<file path="config.mk">
export PLATFORM = sky130hd
export DESIGN_NAME = ftc_threshold_ctrl
export DESIGN_NICKNAME = d
export VERILOG_FILES = /design/src/rtl/ftc_pkg.sv /design/src/rtl/ftc_sync.sv /design/src/rtl/ftc_threshold_ctrl.sv /design/src/rtl/ftc_trigger_sel.sv
export SDC_FILE = /design/constraint.sdc
export NUM_CORES = 1
export LEC_CHECK = 0
export ABC_AREA = 0
export BUFFER_PORTS_ARGS = -buffer_cell sky130_fd_sc_hd__buf_2
export CORE_MARGIN = 2
export CORE_UTILIZATION = 54
export DETAILED_ROUTE_END_ITERATION = 12
export GPL_ROUTABILITY_DRIVEN = 0
export PLACE_DENSITY_LB_ADDON = 0.15
export SYNTH_ARGS = -nofsm -noshare
export SYNTH_HDL_FRONTEND = slang
export SYNTH_HIERARCHICAL = 1
export SYNTH_SLANG_ARGS = --single-unit
</file>
<file path="constraint.sdc">
create_clock -name clock_in -period 6 [get_ports clock_in]
set_clock_uncertainty 0.2 [all_clocks]
set_input_delay 0.6 -clock clock_in [delete_from_list [all_inputs] [get_ports clock_in]]
set_output_delay 0.6 -clock clock_in [all_outputs]
set_load 0.03 [all_outputs]
</file>
<file path="src/rtl/ftc_pkg.sv">
// Package with the constants, types and helpers of the FIFO threshold configuration block.
package ftc_pkg;

    localparam logic [2:0] OFS_ALT_FUNC      = 3'h2;
    localparam logic [2:0] OFS_FLOW_LEVELS   = 3'h6;
    localparam logic [2:0] OFS_TRIG_LEVELS   = 3'h7;
    localparam logic [2:0] OFS_FIFO_READY    = 3'h7;
    localparam logic [2:0] ALT_FUNC_LCR_KEY  = 3'h4;

    localparam int         LO_NIBBLE_LSB     = 0;
    localparam int         HI_NIBBLE_LSB     = 4;
    localparam int         READY_TX_BIT      = 0;
    localparam int         READY_RX_BIT      = 4;
    localparam int         ALT_RSVD_BIT      = 0;
    localparam int         LEVEL_STEP_SHIFT  = 3;

    localparam logic [7:0] FLOW_LEVELS_RESET = 8'h00;
    localparam logic [7:0] TRIG_LEVELS_RESET = 8'h00;
    localparam logic [7:0] ALT_FUNC_RESET    = 8'h00;
    localparam logic [7:0] READ_IDLE_VALUE   = 8'h00;

    // Enhanced, modem and line control context owned by the surrounding UART.
    typedef struct packed {
        logic       enh_enable;
        logic       modem_wr_gate;
        logic       modem_rdy_enable;
        logic       loopback;
        logic [2:0] line_ctrl_top;
        logic       rts_flow_enable;
        logic [7:0] fifo_ctrl_tx_level;
        logic [7:0] fifo_ctrl_rx_level;
    } ftc_ctx_t;

    // Present occupancy of the two FIFOs.
    typedef struct packed {
        logic [7:0] tx_free;
        logic [7:0] rx_count;
        logic       rx_timeout;
    } ftc_fifo_state_t;

    typedef enum logic [2:0] {
        TGT_NONE,
        TGT_FLOW,
        TGT_TRIG,
        TGT_ALT,
        TGT_READY
    } ftc_target_t;

    // Converts a level nibble into a byte count in steps of eight.
    function automatic logic [7:0] ftc_nibble_to_bytes(input logic [3:0] nibble);
        ftc_nibble_to_bytes = {1'b0, nibble, 3'h0};
    endfunction

endpackage

</file>
<file path="src/rtl/ftc_sync.sv">
// Two flip-flop synchroniser for the register port pins.
`timescale 1ns/1ns
`default_nettype none
module ftc_sync #(
    parameter int WIDTH = 1
) (
    // Clock and reset.
    input  wire logic             clock_in,
    input  wire logic             rst_in,
    // Pin side and synchronised side.
    input  wire logic [WIDTH-1:0] async_in,
    input  wire logic [WIDTH-1:0] reset_value_in,
    output logic      [WIDTH-1:0] sync_out
);
    logic [WIDTH-1:0] stage1;
    logic [WIDTH-1:0] stage2;

    always_ff @(posedge clock_in or posedge rst_in) begin
        if (rst_in) begin
            stage1 <= '1;
            stage2 <= '1;
        end else begin
            stage1 <= async_in;
            stage2 <= stage1;
        end
    end

    assign sync_out = stage2;
endmodule
`default_nettype wire

</file>
<file path="src/rtl/ftc_threshold_ctrl.sv">
// FIFO threshold configuration, ready status and flow control for the UART.
//
// Summary of operation
// - Low nibble of the flow levels register is the receive halt level.
// - High nibble of the flow levels register is the receive restore level.
// - Each flow level nibble counts bytes in steps of eight, 0 to 120.
// - Flow levels writes need enhanced enable and modem control bit six.
// - Low trigger nibble sets transmit trigger in free entries, 8 to 120.
// - High trigger nibble sets receive trigger in stored characters, 8 to 120.
// - Trigger levels writes need enhanced enable and modem control bit six.
// - A zero trigger nibble falls back to the FIFO control level.
// - Ready bit 0 shows enough transmit space; bits 3:1 and 7:5 read zero.
// - Ready bit 4 shows receive count above trigger or a receive timeout.
// - Ready status uses the fallback level when the nibble is zero.
// - Ready register is read-only at 111 with select, bit two, no loopback, and enhanced enable or bit six clear.
// - Alternate function register sits at 010 when line control top is 100.
// - Alternate function bit 0 is reserved and has no effect.
// - Request-to-send goes high at halt level and low at restore level.
// - Clear enhanced enable blocks writes to the gated control fields.
`timescale 1ns/1ns
`default_nettype none
module ftc_threshold_ctrl (
    // Clock and reset.
    input  wire logic                     clock_in,
    input  wire logic                     rst_in,
    // Parallel register port pins.
    input  wire logic                     cs_n_in,
    input  wire logic [2:0]               addr_in,
    input  wire logic                     wr_n_in,
    input  wire logic                     rd_n_in,
    input  wire logic [7:0]               data_in,
    output logic      [7:0]               data_out,
    output logic                          data_oe_out,
    // Context and FIFO state from the surrounding UART.
    input  wire ftc_pkg::ftc_ctx_t        ctx_in,
    input  wire ftc_pkg::ftc_fifo_state_t fifo_in,
    // Flow control and DMA status.
    output logic                          rts_out,
    output logic                          tx_ready_out,
    output logic                          rx_ready_out,
    // Levels handed to the rest of the UART.
    output logic      [7:0]               tx_trigger_out,
    output logic      [7:0]               rx_trigger_out,
    output logic      [7:0]               halt_level_out,
    output logic      [7:0]               restore_level_out,
    output logic      [7:0]               alt_func_out
);
    localparam int PIN_W = 14;

    wire logic [PIN_W-1:0] pins_raw;
    wire logic [PIN_W-1:0] pins_sync;
    wire logic [PIN_W-1:0] pins_idle;
    wire logic             cs_n_s;
    wire logic [2:0]       addr_s;
    wire logic             wr_n_s;
    wire logic             rd_n_s;
    wire logic [7:0]       data_s;

    logic                  wr_n_d;
    logic [7:0]            flow_levels;
    logic [7:0]            trig_levels;
    logic [7:0]            alt_func;
    logic [7:0]            fifo_ready;
    logic                  rts;
    logic [7:0]            read_data;
    logic                  read_drive;

    wire logic             selected;
    wire logic             level_gate;
    wire logic             hit_alt;
    wire logic             hit_flow;
    wire logic             hit_trig;
    wire logic             hit_ready;
    wire logic             write_edge;
    wire logic             read_active;
    ftc_pkg::ftc_target_t  target;
    wire logic [7:0]       tx_level;
    wire logic [7:0]       rx_level;
    wire logic [7:0]       halt_bytes;
    wire logic [7:0]       restore_bytes;
    wire logic             tx_space_ok;
    wire logic             rx_data_ok;
    logic      [7:0]       next_fifo_ready;
    wire logic             next_rts;
    logic      [7:0]       next_read_data;

    // Pin synchronisation; idle pins rest high.
    assign pins_raw  = {cs_n_in, addr_in, wr_n_in, rd_n_in, data_in};
    assign pins_idle = '1;

    ftc_sync #(
        .WIDTH          (PIN_W)
    ) u_pin_sync (
        .clock_in       (clock_in),
        .rst_in         (rst_in),
        .async_in       (pins_raw),
        .reset_value_in (pins_idle),
        .sync_out       (pins_sync)
    );

    assign cs_n_s = pins_sync[13];
    assign addr_s = pins_sync[12:10];
    assign wr_n_s = pins_sync[9];
    assign rd_n_s = pins_sync[8];
    assign data_s = pins_sync[7:0];

    // Address decode.
    assign selected   = ~cs_n_s;
    assign level_gate = ctx_in.enh_enable & ctx_in.modem_wr_gate;
    assign hit_alt    = selected & (addr_s == ftc_pkg::OFS_ALT_FUNC)
                      & (ctx_in.line_ctrl_top == ftc_pkg::ALT_FUNC_LCR_KEY);
    assign hit_flow   = selected & (addr_s == ftc_pkg::OFS_FLOW_LEVELS) & level_gate;
    assign hit_trig   = selected & (addr_s == ftc_pkg::OFS_TRIG_LEVELS) & level_gate;
    assign hit_ready  = selected & (addr_s == ftc_pkg::OFS_FIFO_READY) & ~level_gate
                      & ctx_in.modem_rdy_enable & ~ctx_in.loopback;

    always_comb begin
        if (hit_alt) begin
            target = ftc_pkg::TGT_ALT;
        end else if (hit_flow) begin
            target = ftc_pkg::TGT_FLOW;
        end else if (hit_trig) begin
            target = ftc_pkg::TGT_TRIG;
        end else if (hit_ready) begin
            target = ftc_pkg::TGT_READY;
        end else begin
            target = ftc_pkg::TGT_NONE;
        end
    end

    // A write is taken when the synchronised write strobe returns high.
    assign write_edge  = wr_n_s & ~wr_n_d & selected;
    assign read_active = ~rd_n_s & (target != ftc_pkg::TGT_NONE);

    always_ff @(posedge clock_in or posedge rst_in) begin
        if (rst_in) begin
            wr_n_d <= 1'b1;
        end else begin
            wr_n_d <= wr_n_s;
        end
    end

    // Register writes; the ready register ignores writes.
    always_ff @(posedge clock_in or posedge rst_in) begin
        if (rst_in) begin
            flow_levels <= ftc_pkg::FLOW_LEVELS_RESET;
            trig_levels <= ftc_pkg::TRIG_LEVELS_RESET;
            alt_func    <= ftc_pkg::ALT_FUNC_RESET;
        end else if (write_edge) begin
            unique case (target)
                ftc_pkg::TGT_FLOW: begin
                    flow_levels <= data_s;
                end
                ftc_pkg::TGT_TRIG: begin
                    trig_levels <= data_s;
                end
                ftc_pkg::TGT_ALT: begin
                    alt_func    <= data_s;
                end
                ftc_pkg::TGT_READY, ftc_pkg::TGT_NONE: begin
                    flow_levels <= flow_levels;
                end
            endcase
        end
    end

    // Active trigger levels.
    ftc_trigger_sel u_tx_trigger (
        .nibble_in          (trig_levels[ftc_pkg::LO_NIBBLE_LSB +: 4]),
        .fifo_ctrl_level_in (ctx_in.fifo_ctrl_tx_level),
        .level_out          (tx_level)
    );

    ftc_trigger_sel u_rx_trigger (
        .nibble_in          (trig_levels[ftc_pkg::HI_NIBBLE_LSB +: 4]),
        .fifo_ctrl_level_in (ctx_in.fifo_ctrl_rx_level),
        .level_out          (rx_level)
    );

    // Flow control levels in bytes.
    assign halt_bytes    = ftc_pkg::ftc_nibble_to_bytes(flow_levels[ftc_pkg::LO_NIBBLE_LSB +: 4]);
    assign restore_bytes = ftc_pkg::ftc_nibble_to_bytes(flow_levels[ftc_pkg::HI_NIBBLE_LSB +: 4]);

    // Ready status from present occupancy.
    assign tx_space_ok = (fifo_in.tx_free >= tx_level);
    assign rx_data_ok  = (fifo_in.rx_count > rx_level) | fifo_in.rx_timeout;

    always_comb begin
        next_fifo_ready                       = 8'h00;
        next_fifo_ready[ftc_pkg::READY_TX_BIT] = tx_space_ok;
        next_fifo_ready[ftc_pkg::READY_RX_BIT] = rx_data_ok;
    end

    // Request-to-send flow control with hysteresis; halt above restore is the host's duty.
    assign next_rts = ~ctx_in.rts_flow_enable ? 1'b0 :
                      (fifo_in.rx_count >= halt_bytes) ? 1'b1 :
                      (fifo_in.rx_count <= restore_bytes) ? 1'b0 : rts;

    always_ff @(posedge clock_in or posedge rst_in) begin
        if (rst_in) begin
            fifo_ready <= 8'h00;
            rts        <= 1'b0;
        end else begin
            fifo_ready <= next_fifo_ready;
            rts        <= next_rts;
        end
    end

    // Read data selection; the reserved alternate bit reads zero.
    always_comb begin
        next_read_data = ftc_pkg::READ_IDLE_VALUE;
        unique case (target)
            ftc_pkg::TGT_FLOW: begin
                next_read_data = flow_levels;
            end
            ftc_pkg::TGT_TRIG: begin
                next_read_data = trig_levels;
            end
            ftc_pkg::TGT_ALT: begin
                next_read_data                       = alt_func;
                next_read_data[ftc_pkg::ALT_RSVD_BIT] = 1'b0;
            end
            ftc_pkg::TGT_READY: begin
                next_read_data = fifo_ready;
            end
            ftc_pkg::TGT_NONE: begin
                next_read_data = ftc_pkg::READ_IDLE_VALUE;
            end
        endcase
    end

    always_ff @(posedge clock_in or posedge rst_in) begin
        if (rst_in) begin
            read_data  <= ftc_pkg::READ_IDLE_VALUE;
            read_drive <= 1'b0;
        end else begin
            read_data  <= next_read_data;
            read_drive <= read_active;
        end
    end

    // Outputs.
    assign data_out          = read_data;
    assign data_oe_out       = read_drive;
    assign rts_out           = rts;
    assign tx_ready_out      = fifo_ready[ftc_pkg::READY_TX_BIT];
    assign rx_ready_out      = fifo_ready[ftc_pkg::READY_RX_BIT];
    assign tx_trigger_out    = tx_level;
    assign rx_trigger_out    = rx_level;
    assign halt_level_out    = halt_bytes;
    assign restore_level_out = restore_bytes;
    assign alt_func_out      = {alt_func[7:1], 1'b0};
endmodule
`default_nettype wire

</file>
<file path="src/rtl/ftc_trigger_sel.sv">
// Selection of the active trigger level for one FIFO direction.
`timescale 1ns/1ns
`default_nettype none
module ftc_trigger_sel (
    // Programmed nibble and fallback level.
    input  wire logic [3:0] nibble_in,
    input  wire logic [7:0] fifo_ctrl_level_in,
    // Active level in bytes.
    output logic      [7:0] level_out
);
    wire logic       use_fallback;
    wire logic [7:0] nibble_bytes;

    assign use_fallback = (nibble_in == 4'h0);
    assign nibble_bytes = ftc_pkg::ftc_nibble_to_bytes(nibble_in);
    assign level_out    = use_fallback ? fifo_ctrl_level_in : nibble_bytes;
endmodule
`default_nettype wire

</file>
Word-level counts from Yosys, hierarchy flattened
Cells that the tools add are included.

storage, ports and cells
  register bits after elaboration = 65

cells by class
  order comparisons = 4
  equal/unequal tests = 9
  mux-type cells = 10
  bitwise gates (word level) = 19
  reduce and logical (&&, ||, !) cells = 7

operators with widths
  operator                                               count
  one-hot mux 8 bit (5 select lines)                     1
  2-to-1 mux 8 bit                                       2
  bitwise AND 1 bit                                      13
  == test 3 bit, second input constant                   4
  2-to-1 mux 3 bit                                       4
  == test 3 x 2 -> 1 bit, second input constant          3
  greater-or-equal comparator 8 x 7 -> 1 bit             1
  greater-or-equal comparator 8 bit                      1
  > comparator 8 bit                                     1
  <= comparator 8 x 7 -> 1 bit                           1
  zero test 4 bit                                        2
  AND reduction 2 bit                                    3
  inverter 1 bit                                         5
  == test 3 x 1 -> 1 bit, second input constant          1
  zero test 3 bit                                        1
  2-to-1 mux 1 bit                                       3
  inequality test 3 x 1 -> 1 bit, second input constant  1
  nonzero test 3 bit                                     1
  bitwise OR 1 bit                                       1

Longest topological paths before layout
Gate-level depths: netlist of run 1.

  depth after elaboration = 11
  mapped depth = 8
  mapped depth without buffers = 8

Modules after synthesis
The synthesis of run 1 kept the hierarchy.

by module, submodules not included
  module              instances  cells each  area each (um^2)  sequential area each (um^2)
  ftc_threshold_ctrl  1          191         2143.3            902.1
  ftc_sync            1          29          739.5             735.7
  ftc_trigger_sel     2          15          95.1              0.0

Worst setup path before layout of run 1
No wires, ideal clock.

  path type = flip-flop to flip-flop
  start point = register trig_levels[0]
  end point = register fifo_ready[0]
  setup time = 128 ps
  arrival time = 1928 ps
  data required time = 5672 ps
  path slack = 3744 ps
  cell stages (with the launch flop) = 9
  buffers on the path = 0
  clock period less this slack = 2256 ps
  cells stage by stage = dfrtp_1 nor4_2 and2_1 inv_1 ha_1 a21oi_1 o21ai_0 a41oi_1 o21ai_0

between the ends
  word-level cells in the longest chain between the ends = 3

ends and longest elaborated chain
  what                               RTL line                   text
  from (decl)                        ftc_threshold_ctrl.sv:61   logic [7:0] trig_levels;
  from (signal assigned)             ftc_threshold_ctrl.sv:147  trig_levels <= ftc_pkg::TRIG_LEVELS_RESET;
  from (signal assigned)             ftc_threshold_ctrl.sv:155  trig_levels <= data_s;
  zero test 4 bit                    ftc_trigger_sel.sv:14      assign use_fallback = (nibble_in == 4'h0);
  2-to-1 mux 8 bit                   ftc_trigger_sel.sv:16      assign level_out = use_fallback ? fifo_ctrl_level_in : nibble_bytes;
  named net tx_trigger_out[2]        ftc_threshold_ctrl.sv:42   output logic [7:0] tx_trigger_out,
  greater-or-equal comparator 8 bit  ftc_threshold_ctrl.sv:185  assign tx_space_ok = (fifo_in.tx_free >= tx_level);
  named net tx_space_ok              ftc_threshold_ctrl.sv:81   wire logic tx_space_ok;
  to (signal assigned)               ftc_threshold_ctrl.sv:204  fifo_ready <= next_fifo_ready;
  to (decl)                          ftc_threshold_ctrl.sv:63   logic [7:0] fifo_ready;

The timed path passes the listed nets, and every way through them passes these cells.
A chain may end at the register's enable or synchronous reset.

Worst setup path after layout of run 1
  start point = register trig_levels[4]
  end point = output rx_trigger_out[0]

between the ends
  word-level cells in the longest chain between the ends = 2

ends and longest elaborated chain
  what              RTL line                  text
  zero test 4 bit   ftc_trigger_sel.sv:14
  2-to-1 mux 8 bit  ftc_trigger_sel.sv:16
  to (decl)         ftc_threshold_ctrl.sv:43  output logic [7:0] rx_trigger_out,

No other way between the ends.

==> flow_metrics.env, run 1 <==
export IMPL_r2r_start="u_pin_sync/sync_out[12]"
export IMPL_h_tree_depth=3
export IMPL_slew_violations=0
export IMPL_min_period_ns=2.43
export IMPL_route_vias_total=2199
export IMPL_cts_sinks=64
export IMPL_multi_input_area_um2=1210
export IMPL_required_ns=5.20
export IMPL_synth_cell_area_um2=3070
export IMPL_worstHoldPathType="flip-flop to flip-flop"
export IMPL_regArea_um2=1640
export IMPL_p_leak_nw=2.03
export IMPL_cts_root_buf="clkbuf_8"
export IMPL_port_buffers=99
export IMPL_drive_gt1_share_pct=50.7
export IMPL_final_core_util_pct=69.1
export IMPL_holdPathEnd="u_pin_sync/sync_out[9]"
export IMPL_syn_inst=249
export IMPL_drc_errors=0
export IMPL_wire_per_inst_um=13.7
export IMPL_antenna_found_initial=0
export IMPL_rr_worst_depth=4
export IMPL_grt_remaining_overflow=0
export IMPL_max_vdd_ir_drop_mv=0.282
export IMPL_status="completed"
export IMPL_max_slew_worst_pin_slew_ns=0.916
export IMPL_core_area_um2=5510
export IMPL_dpl_cell_count=417
export IMPL_drtAntennaViolNets=0
export IMPL_combPwrFrac_pct=17.9
export IMPL_syn_area_per_cell_um2=12.3
export IMPL_p_sw_mw=0.295
export IMPL_fmax_ghz=0.411
export IMPL_dr_pass1_iters=5
export IMPL_hold_viol_final=0
export IMPL_timing_rr_end="flow_levels[7]"
export IMPL_grt_pass1_wl_mm=9.62
export IMPL_clkPwrFrac_pct=35.6
export IMPL_cts_max_path_buffers=2
export IMPL_finalPower_mw=1.03
export IMPL_setup_tns_ns=0
export IMPL_path_class="flip-flop to output pin"
export IMPL_clk_pin_slew_ns=0.07
export IMPL_first_iter_violations=117
export IMPL_drt_vias_per_instance=5.08
export IMPL_period_share_pct=40.5
export IMPL_start_util_pct=55.7
export IMPL_switching_share_pct=28.7
export IMPL_numCtsBuffers=9
export IMPL_die_width_um=79.4
export IMPL_routed_wl_mm=5.94
export IMPL_critPathLaunchType="flip-flop"
export IMPL_gr_usage_all_layers_pct=20.5
export IMPL_drv_cap=0
export IMPL_rrSetupSlack_ns=3.66
export IMPL_post_cts_resized=0
export IMPL_cts_tree="built"
export IMPL_clock_latency_ns=0.33
export IMPL_p_int_mw=0.733
export IMPL_critPathArrivalTime_ns=1.63
export IMPL_die_area_um2=6300
export IMPL_nets=437
export IMPL_cp_end_kind="output pin"
export IMPL_area_delta_synth_final_pct=23.9
export IMPL_fp_row_count=27
export IMPL_ctsHoldBuffers=0
export IMPL_ioPinCount=109
export IMPL_max_slew_margin_rel_pct=38.9
export IMPL_grt_start_max_net_pins=37
export IMPL_fillers=427
export IMPL_hp_start="u_pin_sync/stage1[9]"
export IMPL_final_cells=433
export IMPL_holdPathStages=0
export IMPL_postCtsSetupBuffers=0
export IMPL_yosys_warnings=6
export IMPL_rsz0062_at_grt="false"
export IMPL_grt_pass1_vias=2059
export IMPL_dp_hpwl_mm=4.70
export IMPL_path_max_fanout=6
export IMPL_die_y_um=79.4
export IMPL_seqPwrFrac_pct=46.5
export IMPL_finalSetupViolCount=0
export IMPL_power_density_nw_per_um2=270
export IMPL_antenna_cells=0
## metal layers
layer | track usage (%) | wire, µm
met1 | 27.1 | 2600
met2 | 30.8 | 2810
met3 | 8.48 | 403
met4 | 6.90 | 129
met5 | 0 | 0
## cell usage in the layout (no fill, tap or decap), drive strengths merged, types with 2 or more instances in the layout
master	count
inv	43
a31o	8
mux2	23
a21oi	6
buf	100
nor4	4
conb	9
nor2	9
ha	24
nand2	5
a222oi	7
and4bb	2
dfrtp	35
clkbuf	12
dfstp	29
and2	8
nor2b	3
o21ai	8
nand3	3
## power by group through the flow
stage / clock [mW] / combinational (mW) / sequential [mW]
3_5_place_dp: 0 / 0.185 / 0.485
4_1_cts: 0.377 / 0.186 / 0.478
6_report: 0.365 / 0.184 / 0.478
5_1_grt: 0.400 / 0.205 / 0.480
3_3_place_gp: 0 / 0.182 / 0.485
2_1_floorplan: 0 / 0.116 / 0.495
## final cells by class
class / count / area share (%)
clock buffer: 12 / 4.67
clock inverter: 4 / 0.822
timing repair buffer: 100 / 13.2
tap: 72 / 2.37
inverter: 41 / 4.05
multi-input combinational: 140 / 31.8
sequential: 64 / 43.1
## worst max-delay path: stages (launching register included)
cell     delay (ns)
dfrtp_1        0.46
nor4_2         0.43
and2_1         0.21
buf_2          0.20
## state kept, by name, indices dropped and copies added, names as in the netlist
name and cells:
fifo_ready 2, flow_levels 8, data_out 8, u_pin_sync/stage1 14, rts_out 1, data_oe_out 1
trig_levels 8, wr_n_d 1, u_pin_sync/sync_out 14, alt_func 7
## worst max path at each step
stage | from | endpoint | slack (ns) | cells past startpoint
finish | trig_levels[4] | rx_trigger_out[0] | 3.57 | 3
global route | trig_levels[4] | rx_trigger_out[0] | 3.45 | 3
CTS | trig_levels[4] | rx_trigger_out[0] | 3.52 | 3
floorplan | trig_levels[0] | fifo_ready[0] | 3.74 | 8
detailed placement | ctx_in[23] | flow_levels[1] | 3.54 | 5
global placement | ctx_in[23] | flow_levels[1] | 3.59 | 5
## stage by stage
| step | hold WS (ns) | setup WS (ns) | instance area (µm²) |
|---|---|---|---|
| final | 0.155 | 3.57 | 3800 |
| after global routing | 0.125 | 3.45 | 3800 |
| after CTS | 0.144 | 3.52 | 3800 |
| after detailed placement | 0.147 | 3.54 | 3590 |
| after global placement | 0.146 | 3.59 | 3590 |
| after floorplan | 0.145 | 3.74 | 3100 |
Note: power is estimated with default switching activity, not from simulation.
==> inputs of run 2 (changes only) <==
--- a/config.mk
+++ b/config.mk
@@ -5,10 +5,10 @@
 export SDC_FILE = /design/constraint.sdc
 export NUM_CORES = 1
 export LEC_CHECK = 0
-export ABC_AREA = 0
+export ABC_AREA = 1
 export BUFFER_PORTS_ARGS = -buffer_cell sky130_fd_sc_hd__buf_2
 export CORE_MARGIN = 2
-export CORE_UTILIZATION = 54
+export CORE_UTILIZATION = 45
 export DETAILED_ROUTE_END_ITERATION = 12
 export GPL_ROUTABILITY_DRIVEN = 0
 export PLACE_DENSITY_LB_ADDON = 0.15
==> constraint.sdc (replaced) <==
create_clock -name clock_in -period 2 [get_ports clock_in]
set_clock_uncertainty 0.2 [all_clocks]
set_input_delay 0.2 -clock clock_in [delete_from_list [all_inputs] [get_ports clock_in]]
set_output_delay 0.2 -clock clock_in [all_outputs]
set_load 0.03 [all_outputs]
==> run 2 against run 1 <==
  * Synthesized area grew 3.9%
  * Via count up 22%
  * Critical path depth rose by 7
  * Die area is 23% higher
  * First-iteration DRC count up 15%
  * Utilization fell by 5.6 points
  * Sequential share of layout area is 5.3 points lower
  * Sequential power grew to 2.9 times the previous value
  * Wire length up 21%
  * Register-to-register slack lost 3.5 ns
  * Combinational power grew to 3.8 times the previous value
  * Clock power increased to 2.6 times the previous value
  * Largest power group unchanged
  * Highest routed layer unchanged
==> flow_metrics.env, run 2 <==
export IMPL_die_area_um2=7770
export IMPL_fp_row_count=30
export IMPL_critical_path_max_stage_delay_ns=0.43
export IMPL_dpl_cell_count=553
export IMPL_required_ns=2.02
export IMPL_finalPower_mw=3.06
export IMPL_final_cells=588
export IMPL_grt_start_max_net_pins=37
export IMPL_power_density_nw_per_um2=707
export IMPL_nets=568
export IMPL_cts_root_buf="clkbuf_8"
export IMPL_max_vdd_ir_drop_mv=0.542
export IMPL_finalSetupViolCount=0
export IMPL_critPathLaunchType="flip-flop"
export IMPL_period_share_pct=93.9
export IMPL_slew_violations=0
export IMPL_rr_worst_depth=10
export IMPL_dr_pass1_iters=4
export IMPL_cp_depth=10
export IMPL_cts_tree="built"
export IMPL_path_max_fanout=5
export IMPL_h_tree_depth=3
export IMPL_die_y_um=88.2
export IMPL_drtAntennaViolNets=0
export IMPL_drv_cap=0
export IMPL_mostFrequentLayoutCells="99 x buf_2, 78 x nand2_1, 67 x inv_1"
export IMPL_drt_vias_per_instance=4.55
export IMPL_first_iter_violations=134
export IMPL_antenna_found_initial=0
export IMPL_die_width_um=88.2
export IMPL_synth_cell_area_um2=3190
export IMPL_mostFrequentLayoutCell="buf_2"
export IMPL_antenna_cells=0
export IMPL_grt_pass1_vias=2513
export IMPL_rrSetupSlack_ns=0.12
export IMPL_cts_max_path_buffers=2
export IMPL_yosys_warnings=6
export IMPL_syn_inst=350
export IMPL_drc_errors=0
export IMPL_core_area_um2=6830
export IMPL_grt_remaining_overflow=0
export IMPL_drive_gt1_share_pct=41.7
export IMPL_routed_wl_mm=7.16
export IMPL_numCtsBuffers=9
export IMPL_ioPinCount=109
export IMPL_cts_sinks=64
export IMPL_fmax_ghz=0.532
export IMPL_cp_slowest_cell="dfrtp_1"
export IMPL_path_class="flip-flop to flip-flop"
export IMPL_gr_usage_all_layers_pct=18.8
export IMPL_holdPathStages=4
export IMPL_hp_start="fifo_in[16]"
export IMPL_dp_hpwl_mm=5.46
export IMPL_min_period_ns=1.88
export IMPL_critical_path_top_delay_family="simple AND/OR/NAND/NOR gates"
export IMPL_wire_per_inst_um=12.2
export IMPL_clk_pin_slew_ns=0.08
export IMPL_crit_buf_inv=1
export IMPL_worstHoldPathType="input port to flip-flop"
export IMPL_status="completed"
export IMPL_r2r_start="trig_levels[6]"
export IMPL_clock_latency_ns=0.34
export IMPL_grt_pass1_wl_mm=11.1
export IMPL_cp_end_kind="flip-flop"
export IMPL_p_leak_nw=2.31
export IMPL_final_core_util_pct=63.5
export IMPL_critPathArrivalTime_ns=1.90
export IMPL_port_buffers=99
export IMPL_hold_viol_final=0
export IMPL_route_vias_total=2674
export IMPL_crit_start="trig_levels[6]"
export IMPL_area_delta_synth_final_pct=36.0
export IMPL_start_util_pct=46.7
export IMPL_syn_area_per_cell_um2=9.11
export IMPL_path_cells="nor2_4, nand2_4, nor2_4, inv_2, ha_4, nand2_2, nor2_2, nand4_1, nand2_1, nand2_1"
[run 2: area by class of cell]
class,count,area (µm²)
Timing Repair Buffer,130,773
Tap cell,96,120
Clock inverter,7,48.8
Clock buffer,9,124
Fill cell,613,2490
Multi-Input combinational cell,214,1380
Sequential cell,64,1640
Inverter,68,255
[run 2: metal layers]
metal	vias to the layer above	part of all wire, %	track usage [%]
met1	1236	42	23.5
met5	-	0	0
li1	1362	-	-
met3	7	5.5	4.05
met2	69	51	31.9
met4	0	1.3	7.44
[run 2: tightest hold or removal path, stage by stage]
cell	delay [ns]
buf_2	0.08
ha_1	0.13
a21oi_1	0.04
o2111ai_1	0.09
[run 2: path summary, 6_finish.rpt]
kind	endpoint
max	fifo_ready[4]
min	fifo_ready[0]
max reg2reg	fifo_ready[4]
min reg2reg	u_pin_sync/sync_out[1]
max in group asynchronous	wr_n_d
min in group asynchronous	trig_levels[0]
[run 2: power by group]
part / switching, mW / internal (mW) / leakage, nW
clock network: 0.500 / 0.448 / 0.0889
logic: 0.442 / 0.262 / 1.44
registers: 0.0380 / 1.38 / 0.781
[run 2: repair_timing]
action | 4_1_cts | 5_1_grt
resized for setup | 0 | 19
hold buffers | 18 | 0
buffers inserted | 0 | 1
endpoints found under the setup margin | 0 | 2
endpoints found under the hold margin | 80 | 0
[run 2: stage by stage]
step           hold slack (ns)  instance area, µm²  worst slack (ns)  setup TNS (ns)
2_1_floorplan          0.00448                3260           -0.0105         -0.0105
6_report                0.0393                4340             0.122               0
3_3_place_gp             0.104                3870            0.0898               0
3_5_place_dp             0.106                3870            0.0159               0
4_1_cts                 0.0342                4230           0.00275               0
5_1_grt                 0.0817                4340          -0.00532        -0.00532
==> inputs of run 3 (changes only) <==
--- a/config.mk
+++ b/config.mk
@@ -12,6 +12,7 @@
 export DETAILED_ROUTE_END_ITERATION = 12
 export GPL_ROUTABILITY_DRIVEN = 0
 export PLACE_DENSITY_LB_ADDON = 0.15
+export RECOVER_POWER = 25
 export SYNTH_ARGS = -nofsm -noshare
 export SYNTH_HDL_FRONTEND = slang
 export SYNTH_HIERARCHICAL = 1
==> run 3 against run 2 <==
  * Global-route usage stayed put
  * Cell count unchanged
  * Clock power about the same
  * Critical path depth did not move
  * Largest power group unchanged
  * Cell area hardly changed
  * Sequential share of layout area about the same
  * Total power about the same
  * Wire length about the same
  * Worst setup slack did not move
  * Highest routed layer unchanged
==> flow_metrics.env, run 3 (synthesis gave the netlist of run 2 again) <==
export IMPL_status="completed"
export IMPL_dr_pass1_iters=4
export IMPL_required_ns=2.02
export IMPL_seqPwrFrac_pct=46.1
export IMPL_cp_slowest_cell="dfrtp_1"
export IMPL_p_sw_mw=0.980
export IMPL_cp_end_kind="flip-flop"
export IMPL_min_period_ns=1.88
export IMPL_dp_hpwl_mm=5.46
export IMPL_mostFrequentLayoutCell="buf_2"
export IMPL_grt_pass1_wl_mm=11.1
export IMPL_fp_row_count=30
export IMPL_route_vias_total=2674
export IMPL_worstHoldPathType="input port to flip-flop"
export IMPL_max_slew_margin_rel_pct=58.7
export IMPL_hold_ws_ns=0.0393
export IMPL_crit_buf_inv=1
export IMPL_wl_met3_um=393
export IMPL_finalPower_mw=3.06
export IMPL_cts_sinks=64
export IMPL_finalSetupViolCount=0
export IMPL_power_density_nw_per_um2=707
export IMPL_drt_vias_per_instance=4.55
export IMPL_ioPinCount=109
export IMPL_cts_max_path_buffers=2
export IMPL_cts_tree="built"
export IMPL_p_int_mw=2.08
export IMPL_switching_share_pct=32.0
export IMPL_critPathLaunchType="flip-flop"
export IMPL_period_share_pct=93.9
export IMPL_critical_path_top_delay_family="simple AND/OR/NAND/NOR gates"
export IMPL_port_buffers=99
export IMPL_dpl_cell_count=553
export IMPL_antenna_found_initial=0
export IMPL_wl_met1_mm=3.03
export IMPL_gr_usage_all_layers_pct=18.8
export IMPL_fillers=612
export IMPL_path_max_fanout=5
export IMPL_grt_pass1_vias=2513
export IMPL_drive_gt1_share_pct=41.5
export IMPL_start_util_pct=46.7
export IMPL_cts_root_buf="clkbuf_8"
export IMPL_mostFrequentLayoutCells="99 x buf_2, 78 x nand2_1, 67 x inv_1"
export IMPL_clkPwrFrac_pct=30.9
export IMPL_die_area_um2=7770
export IMPL_grt_remaining_overflow=0
export IMPL_final_cells=588
export IMPL_core_area_um2=6830
export IMPL_drtAntennaViolNets=0
export IMPL_path_cells="nor2_4, nand2_4, nor2_4, inv_2, ha_4, nand2_2, nor2_2, nand4_1, nand2_1, nand2_1"
export IMPL_die_width_um=88.2
export IMPL_p_leak_nw=2.31
export IMPL_routed_wl_mm=7.17
export IMPL_drv_cap=0
export IMPL_slew_violations=0
export IMPL_place_ws_ns=0.0159
export IMPL_h_tree_depth=3
export IMPL_critical_path_max_stage_delay_ns=0.43
export IMPL_drc_errors=0
export IMPL_max_vdd_ir_drop_mv=0.542
export IMPL_hold_viol_final=0
export IMPL_fmax_ghz=0.532
export IMPL_combPwrFrac_pct=23.0
export IMPL_area_delta_synth_final_pct=35.9
export IMPL_top_layer="met4"
export IMPL_die_y_um=88.2
export IMPL_fin_ws_ns=0.122
export IMPL_antenna_cells=0
export IMPL_clock_latency_ns=0.34
export IMPL_grt_start_max_net_pins=37
export IMPL_first_iter_violations=133
export IMPL_nets=568
export IMPL_wl_met2_mm=3.65
export IMPL_final_core_util_pct=63.4
export IMPL_critPathArrivalTime_ns=1.90
export IMPL_path_class="flip-flop to flip-flop"
export IMPL_numCtsBuffers=9
export IMPL_clk_pin_slew_ns=0.08
export IMPL_wire_per_inst_um=12.2
export IMPL_max_slew_worst_pin_slew_ns=0.620
-- run 3: changes by cell type in the layout (fill, tap and decap cells not counted) --
cell,previous run,this run
dfstp_1,0,1
dfstp_2,29,28
buf_4,13,12
clkbuf_2,0,1
-- run 3: power groups by stage --
stage / combinational (mW) / sequential [mW] / clock (mW)
2_1_floorplan: 0.404 / 1.46 / 0
3_3_place_gp: 0.616 / 1.43 / 0
3_5_place_dp: 0.632 / 1.43 / 0
4_1_cts: 0.660 / 1.41 / 0.983
5_1_grt: 0.781 / 1.42 / 1.03
6_report: 0.703 / 1.41 / 0.948
-- run 3: worst reg2reg max path: cells and delay by family, from the launching register on --
family        cells  cell delay, ns
buf+inv           1            0.05
flops             1            0.43
fa+ha+maj         1            0.26
simple gates      8            0.84
-- run 3: final timing paths --
path / startpoint / endpoint / slack (ns) / cells past startpoint
worst max-delay path: trig_levels[6] / fifo_ready[4] / 0.12 / 10
worst min-delay path: fifo_in[16] / fifo_ready[0] / 0.04 / 4
min in group asynchronous: rst_in / trig_levels[0] / 0.32 / 4
worst max register to register: trig_levels[6] / fifo_ready[4] / 0.12 / 10
worst min register to register: u_pin_sync/stage1[1] / u_pin_sync/sync_out[1] / 0.15 / 0
max in group asynchronous: rst_in / u_pin_sync/stage1[1] / 0.82 / 4
-- run 3: timing repair --
action | CTS | global route
hold buffers | 18 | 0
gates resized for setup | 0 | 19
endpoints found under the hold margin | 80 | 0
buffers inserted | 0 | 1
setup endpoints to repair | 0 | 2
-- run 3: through the flow --
step / setup TNS [ns] / area, µm²
after global placement: 0 / 3870
final: 0 / 4330
after detailed placement: 0 / 3870
after floorplan: -0.0105 / 3260
after global routing: -0.00532 / 4330
after CTS: 0 / 4230
-- run 3: cell type report --
class                           count  area, µm²  share of cell area, %
Sequential cell                    64       1640                   37.8
Multi-Input combinational cell    214       1380                   31.8
Timing Repair Buffer              130        771                   17.8
Inverter                           68        255                   5.89
Clock buffer                        9        124                   2.86
Tap cell                           96        120                   2.77
Clock inverter                      7       48.8                   1.13
-- run 3: layer usage --
layer,up-vias,track usage [%]
met5,-,0
met4,0,7.44
met3,7,4.05
met2,69,31.9
met1,1236,23.5
li1,1362,-
